===== src/pkg/mii_port_cfg.svh =====
`ifndef MII_PORT_CFG_SVH
`define MII_PORT_CFG_SVH
// strap codes
`define STRAP_INTERNAL 4'h0
`define STRAP_EXT_XTAL 4'h1
`define STRAP_EXT_OSC 4'h2
// lamp levels
`define LAMP_ON 1'b0
`define LAMP_OFF 1'b1
`endif


===== src/pkg/mii_port_pkg.sv =====
package mii_port_pkg;
  typedef struct packed {
    logic en;
    logic [3:0] nib;
  } tx_nib_t;
  typedef struct packed {
    logic dv;
    logic [3:0] nib;
  } rx_nib_t;
  typedef enum logic [1:0] {
    TX_IDLE,
    TX_SEND
  } tx_state_t;
endpackage


===== src/design/mii_phy_port_led_mux.sv =====
// Functional notes
// - tx enable rises with first valid nibble, falls after last nibble out.
// - tx nibble per tx clock, bit 3 is most significant.
// - network-side logic runs from the phy tx clock; the code runs it on clk_sys_in, stepping on sampled tx clock rises.
// - collision asynchronous; used only in half duplex.
// - capture rx nibble per rx clock while rx valid high, bit 3 msb.
// - rx valid framing sampled on rising rx clock edge.
// - duplex select low means full duplex, high means half duplex.
// - mii port enabled only for strap codes 0001 or 0010.
// - shared pins are lamps only when strap is 0000.
// - dedicated active-low link lamp, never shared.
// - tx activity lamp low while internal tx pair sends.
// - rx activity lamp low while internal rx pair receives.
// - collision lamp low on collision, half duplex only.
// - duplex lamp low for full duplex, high for half.
// - speed lamp low at 100 Mbps, high at 10 Mbps.
// - dedicated mii inputs pulled down; handled at pad level.
`include "mii_port_cfg.svh"
module mii_phy_port_led_mux
  import mii_port_pkg::*;
(
  input wire logic clk_sys_in,
  input wire logic rst_n_in,
  input wire logic [3:0] strap_mode_in,
  input wire logic mii_txc_in,
  input wire logic mii_rxc_in,
  input wire logic [3:0] mii_rxd_in,
  input wire logic mii_rxdv_in,
  input wire logic mii_crs_in,
  input wire logic mii_col_in,
  input wire logic duplex_select_n_in,
  input wire logic [3:0] tx_data_in,
  input wire logic tx_valid_in,
  output logic tx_ready_out,
  output logic [3:0] rx_data_out,
  output logic rx_valid_out,
  output logic rx_frame_end_out,
  output logic carrier_out,
  output logic collision_out,
  output logic half_duplex_out,
  input wire logic int_link_up_in,
  input wire logic int_tx_active_in,
  input wire logic int_rx_active_in,
  input wire logic int_collision_in,
  input wire logic int_full_duplex_in,
  input wire logic int_speed_100_in,
  output logic link_lamp_n_out,
  output logic mii_txen_tx_lamp_out,
  output logic [3:0] mii_txd_lamps_out
);
  timeunit 1ns;
  timeprecision 1ns;
  // ----------------------------------------
  // input synchronisers
  // ----------------------------------------
  // pins arrive asynchronously; first stage feeds only the second
  logic [6:0] meta_r;
  logic [6:0] sync_r;
  logic [3:0] rxd_meta_r;
  logic [3:0] rxd_sync_r;
  logic [3:0] strap_r;
  wire logic [6:0] raw_pins;
  assign raw_pins = {mii_txc_in, mii_rxc_in, mii_rxdv_in, mii_crs_in, mii_col_in,
    duplex_select_n_in, 1'b0};
  always_ff @(posedge clk_sys_in) begin
    if (!rst_n_in) begin
      // zero matches the pad pull-downs, so unused pins read idle
      meta_r <= 7'h00;
      sync_r <= 7'h00;
      rxd_meta_r <= 4'h0;
      rxd_sync_r <= 4'h0;
    end else begin
      meta_r <= raw_pins;
      sync_r <= meta_r;
      rxd_meta_r <= mii_rxd_in;
      rxd_sync_r <= rxd_meta_r;
    end
  end
  wire logic txc_s = sync_r[6];
  wire logic rxc_s = sync_r[5];
  wire logic rxdv_s = sync_r[4];
  wire logic crs_s = sync_r[3];
  wire logic col_s = sync_r[2];
  wire logic dup_sel_s = sync_r[1];

  // strap caught after reset release
  logic strap_taken_r;
  always_ff @(posedge clk_sys_in) begin
    if (!rst_n_in) begin
      strap_taken_r <= 1'b0;
      strap_r <= `STRAP_INTERNAL;
    end else if (!strap_taken_r) begin
      strap_taken_r <= 1'b1;
      strap_r <= strap_mode_in;
    end
  end
  wire logic ext_mode = (strap_r == `STRAP_EXT_XTAL) || (strap_r == `STRAP_EXT_OSC);
  wire logic int_mode = (strap_r == `STRAP_INTERNAL);

  // ----------------------------------------
  // link clock edges
  // ----------------------------------------
  logic txc_d_r;
  logic rxc_d_r;
  always_ff @(posedge clk_sys_in) begin
    if (!rst_n_in) begin
      txc_d_r <= 1'b0;
      rxc_d_r <= 1'b0;
    end else begin
      txc_d_r <= txc_s;
      rxc_d_r <= rxc_s;
    end
  end
  wire logic txc_rise = txc_s && !txc_d_r;
  wire logic rxc_rise = rxc_s && !rxc_d_r;

  // ----------------------------------------
  // duplex, carrier, collision
  // ----------------------------------------
  wire logic half_dup = dup_sel_s;
  always_ff @(posedge clk_sys_in) begin
    if (!rst_n_in) begin
      carrier_out <= 1'b0;
      collision_out <= 1'b0;
      half_duplex_out <= 1'b0;
    end else begin
      carrier_out <= ext_mode && crs_s;
      collision_out <= ext_mode && half_dup && col_s;
      half_duplex_out <= half_dup;
    end
  end

  // ----------------------------------------
  // transmit path
  // ----------------------------------------
  // nibble launched on a tx clock rising edge, held until the next one
  tx_state_t tx_state_r;
  tx_nib_t tx_r;
  wire logic tx_take = ext_mode && txc_rise && tx_valid_in;
  assign tx_ready_out = ext_mode && txc_rise;
  always_ff @(posedge clk_sys_in) begin
    if (!rst_n_in) begin
      tx_state_r <= TX_IDLE;
      tx_r <= '0;
    end else if (txc_rise) begin
      case (tx_state_r)
        TX_IDLE: begin
          if (tx_take) begin
            tx_state_r <= TX_SEND;
            tx_r <= '{en: 1'b1, nib: tx_data_in};
          end
        end
        TX_SEND: begin
          if (tx_take) begin
            tx_r <= '{en: 1'b1, nib: tx_data_in};
          end else begin
            tx_state_r <= TX_IDLE;
            tx_r <= '0;
          end
        end
        default: begin
          tx_state_r <= TX_IDLE;
          tx_r <= '0;
        end
      endcase
    end
  end

  // ----------------------------------------
  // receive path
  // ----------------------------------------
  rx_nib_t rx_r;
  always_ff @(posedge clk_sys_in) begin
    if (!rst_n_in) begin
      rx_r <= '0;
      rx_data_out <= 4'h0;
      rx_valid_out <= 1'b0;
      rx_frame_end_out <= 1'b0;
    end else begin
      rx_valid_out <= 1'b0;
      rx_frame_end_out <= 1'b0;
      if (ext_mode && rxc_rise) begin
        rx_r <= '{dv: rxdv_s, nib: rxd_sync_r};
        rx_frame_end_out <= rx_r.dv && !rxdv_s;
        if (rxdv_s) begin
          rx_data_out <= rxd_sync_r;
          rx_valid_out <= 1'b1;
        end
      end
    end
  end

  // ----------------------------------------
  // lamps and shared pins
  // ----------------------------------------
  // lamp inputs come from the internal phy on this clock: no sync needed
  wire logic [4:0] lamp_bus = {
    int_tx_active_in ? `LAMP_ON : `LAMP_OFF,
    int_rx_active_in ? `LAMP_ON : `LAMP_OFF,
    (int_collision_in && !int_full_duplex_in) ? `LAMP_ON : `LAMP_OFF,
    int_full_duplex_in ? `LAMP_ON : `LAMP_OFF,
    int_speed_100_in ? `LAMP_ON : `LAMP_OFF
  };
  always_ff @(posedge clk_sys_in) begin
    if (!rst_n_in) begin
      link_lamp_n_out <= `LAMP_OFF;
      mii_txen_tx_lamp_out <= 1'b0;
      mii_txd_lamps_out <= 4'h0;
    end else begin
      link_lamp_n_out <= int_link_up_in ? `LAMP_ON : `LAMP_OFF;
      if (int_mode) begin
        {mii_txen_tx_lamp_out, mii_txd_lamps_out} <= lamp_bus;
      end else begin
        {mii_txen_tx_lamp_out, mii_txd_lamps_out} <= ext_mode ? tx_r : 5'h00;
      end
    end
  end
endmodule // mii_phy_port_led_mux


===== config.mk =====
export PLATFORM = sky130hd
export DESIGN_NAME = mii_phy_port_led_mux
export DESIGN_NICKNAME = d
export VERILOG_FILES = /design/src/pkg/mii_port_pkg.sv /design/src/design/mii_phy_port_led_mux.sv
export VERILOG_INCLUDE_DIRS = /design/src /design/src/pkg
export SDC_FILE = /design/constraint.sdc
export NUM_CORES = 1
export LEC_CHECK = 0
export ABC_AREA = 0
export BUFFER_PORTS_ARGS = -buffer_cell sky130_fd_sc_hd__buf_2
export CAP_MARGIN = 20
export CORE_ASPECT_RATIO = 0.9
export CORE_MARGIN = 2
export CORE_UTILIZATION = 51
export CTS_CLUSTER_DIAMETER = 30
export DETAILED_ROUTE_END_ITERATION = 6
export PLACE_DENSITY_LB_ADDON = 0.12
export SLEW_MARGIN = 15
export SYNTH_ARGS = -nofsm -noshare
export SYNTH_HDL_FRONTEND = slang
export SYNTH_SLANG_ARGS = --single-unit

===== constraint.sdc =====
create_clock -name clk_sys_in -period 2.6 [get_ports clk_sys_in]
set_input_delay 0.13 -clock clk_sys_in [delete_from_list [all_inputs] [get_ports clk_sys_in]]
set_output_delay 0.13 -clock clk_sys_in [all_outputs]
set_load 0.03 [all_outputs]

==> impl_metrics.toml <==
[cts]
cts_tree = "done"
cts_root_buf = "clkbuf_8"
clk_pin_slew_ps = 90
clock_path_buffers = 2
h-tree-depth = 2
clkLatencyLatePin_ps = 300
cts.sinks = 49
cts-resized-gates = 0
numCtsBuffers = 5

[timing]
worst_pin_slew_ps = 610
period_needed_ps = 2170
timing.final.crit_share = 0.833
hold_violations = 0
grt_setup_unrepaired = "false"
finalSetupViolCount = 0
report.final.slew_viol_count = 0
tns_ps = 0
fin_worst_skew_ps = 6.34
slew_headroom = 0.593
setup_slack_ps = 434
max_clock_freq_mhz = 462

[pwr]
clkPwrFrac = 0.345
p_comb_frac = 0.080
p_per_area_nw_per_um2 = 652
seq_power_share = 0.575
ir_drop_mv = 0.428
switchingPower_mw = 0.311
switching_share = 0.225
p_leak_nw = 0.949
p_int_mw = 1.07

[floorplan]
fp.dieW_um = 66.3
die_area_sq_um = 3980
row_count = 20
die_h_um = 60.1
initial_core_util = 0.531
num_io_pins = 43
core_sq_um = 3350

[worst_hold_path]
hp-start = "mii_rxd_in[1]"
hold_class = "input pin to flip-flop"

[cells_and_area]
fin_nets = 243
mostFrequentLayoutCells = "49 x dfxtp_1, 42 x buf_2, 25 x and2_1"
final_common_cell = "dfxtp_1"
antenna_cells = 0
syn2layout_area_growth_pct = 19.0
drive_gt1_frac = 0.251

[logic_synthesis]
synth_area_sq_um = 1780
yosys.area.top_type = "dfxtp_1"
ys_ff_latch = 49
yosys-top-cells-area = "dfxtp_1 55%, and2_1 8.8%, mux2i_1 4.5%"
ys_seq_area_frac = 0.551
ys_types = 31
postSynthAreaPerCell_sq_um = 10.3
synth.top_cell.area_share = 0.551
synth_nets = 202
synth_cells = 173
ys_warn_count = 0

[job]
max_cap_violations = 0

[global_route]
grt_pass1_vias = 1201
grt.overflow.total = 0
grt_max_degree = 48
track_usage = 0.174
grt_pass1_wl_um = 5100
antenna_found_initial = 0

[worst_setup_path]
critical_path_class = "flip-flop to flip-flop"
cp_cell_sequence = "xor2_2 > and2_1 > nand4b_1 > ha_1 > nor3b_4 > o21ai_1 > a31oi_1"
worst_setup_path_start_kind = "flip-flop"
slowest_stage = "dfxtp_1"
critPathMaxFanout = 17
reg2reg_from = "strap_r[0]"
cp.arrival_ps = 2390
cp-end-kind = "flip-flop"
critPathRequiredTime_ps = 2820
startpoint = "strap_r[0]"
cpPeakStageDelay_ps = 650

[route]
drc = 0
final_antenna_net_count = 0
vias = 1257
drtPass1Iterations = 4
drt-vias-per-instance = 4.85
wirelength_um = 2990
drt_iter0_drc = 73
wl_per_cell_um = 11.6

[placed_design]
hpwl_um = 2170
io_buffers = 42
dp_slack_ps = 440
gp_congestion = 0.738

[outcome]
status = "complete, no violations"
-- registers in the layout, summed over array words and instances, names as in the netlist --
register and flops:
meta_r 6, sync_r 6, tx_r 5, mii_txd_lamps_out 4
rx_data_out 4, rxd_meta_r 4, rxd_sync_r 4, strap_r 4
carrier_out 1, collision_out 1, half_duplex_out 1, link_lamp_n_out 1
mii_txen_tx_lamp_out 1, rx_frame_end_out 1, rx_r 1, rx_valid_out 1
rxc_d_r 1, strap_taken_r 1, tx_state_r 1, txc_d_r 1
-- power groups by stage --
stage	clock network (mW)	registers, mW	logic (mW)
floorplan	0	0.818	0.0644
global route	0.523	0.798	0.123
detailed placement	0	0.812	0.110
CTS	0.489	0.794	0.112
finish	0.477	0.794	0.110
global placement	0	0.811	0.106
-- per-stage QoR --
stage / utilization / instance area (sq um) / hold slack (ps) / power (mW) / cells
finish: 0.632 / 2120 / 32.0 / 1.38 / 259
global placement: 0.599 / 2010 / 291 / 0.917 / 250
CTS: 0.632 / 2120 / 21.4 / 1.39 / 259
floorplan: - / 1780 / 158 / 0.883 / 173
global route: 0.632 / 2120 / 24.2 / 1.45 / 259
detailed placement: 0.599 / 2010 / 297 / 0.922 / 250
-- layer usage --
layer	track usage	vias to the layer above	share of wire
li1	-	652	-
met1	0.210	567	0.46
met2	0.277	30	0.45
met3	0.0527	8	0.056
met4	0.102	0	0.024
met5	0	-	0
-- cell families after synthesis --
logic type               synth area share
XOR/XNOR                           0.0141
flip-flops                          0.551
adder cells (fa/ha/maj)            0.0141
AND/OR/NAND/NOR                     0.273
AO/OA/AOI/OAI                      0.0703
buffers and inverters              0.0323
multiplexers                       0.0450
-- Yosys cell counts, drive strengths merged --
cell	instances
a21boi	1
a21oi	1
a221o	1
a31oi	4
and2	25
and3	3
and3b	1
and4b	4
buf	3
clkbuf	7
dfxtp	49
ha	2
inv	3
mux2i	8
nand2	19
nand3	5
nand3b	2
nand4b	1
nor2	7
nor2b	12
nor3b	2
nor4b	1
o211a	1
o21a	1
o21ai	4
o32a	4
xnor2	1
xor2	1
-- path summary, 6_finish.rpt --
kind                            depth (start not counted)  slack [ps]             to
worst max-delay path                                    7         430        tx_r[1]
worst min-delay path                                    2          30  rxd_meta_r[1]
worst max register to register                          7         430        tx_r[1]
worst min register to register                          1         440      sync_r[3]
-- critical path: cells and delay by family (launching register included) --
family | cells | cell delay [ps]
compound gates | 2 | 310
fa+ha+maj | 1 | 240
xor+xnor | 1 | 190
simple gates | 3 | 690
flops | 1 | 650
-- what timing repair did --
action	CTS	global route
setup buffers	0	0
hold endpoints to repair	1	0
hold buffers	1	0
-- area by class of cell --
cell class,count,area [sq um]
Fill cell,282,1230
Timing Repair Buffer,44,228
Clock inverter,1,5.00
Sequential cell,49,981
Multi-Input combinational cell,111,742
Inverter,3,11.3
Clock buffer,7,96.3
Tap cell,44,55.1
No activity file was read; power rests on OpenSTA's default activity.
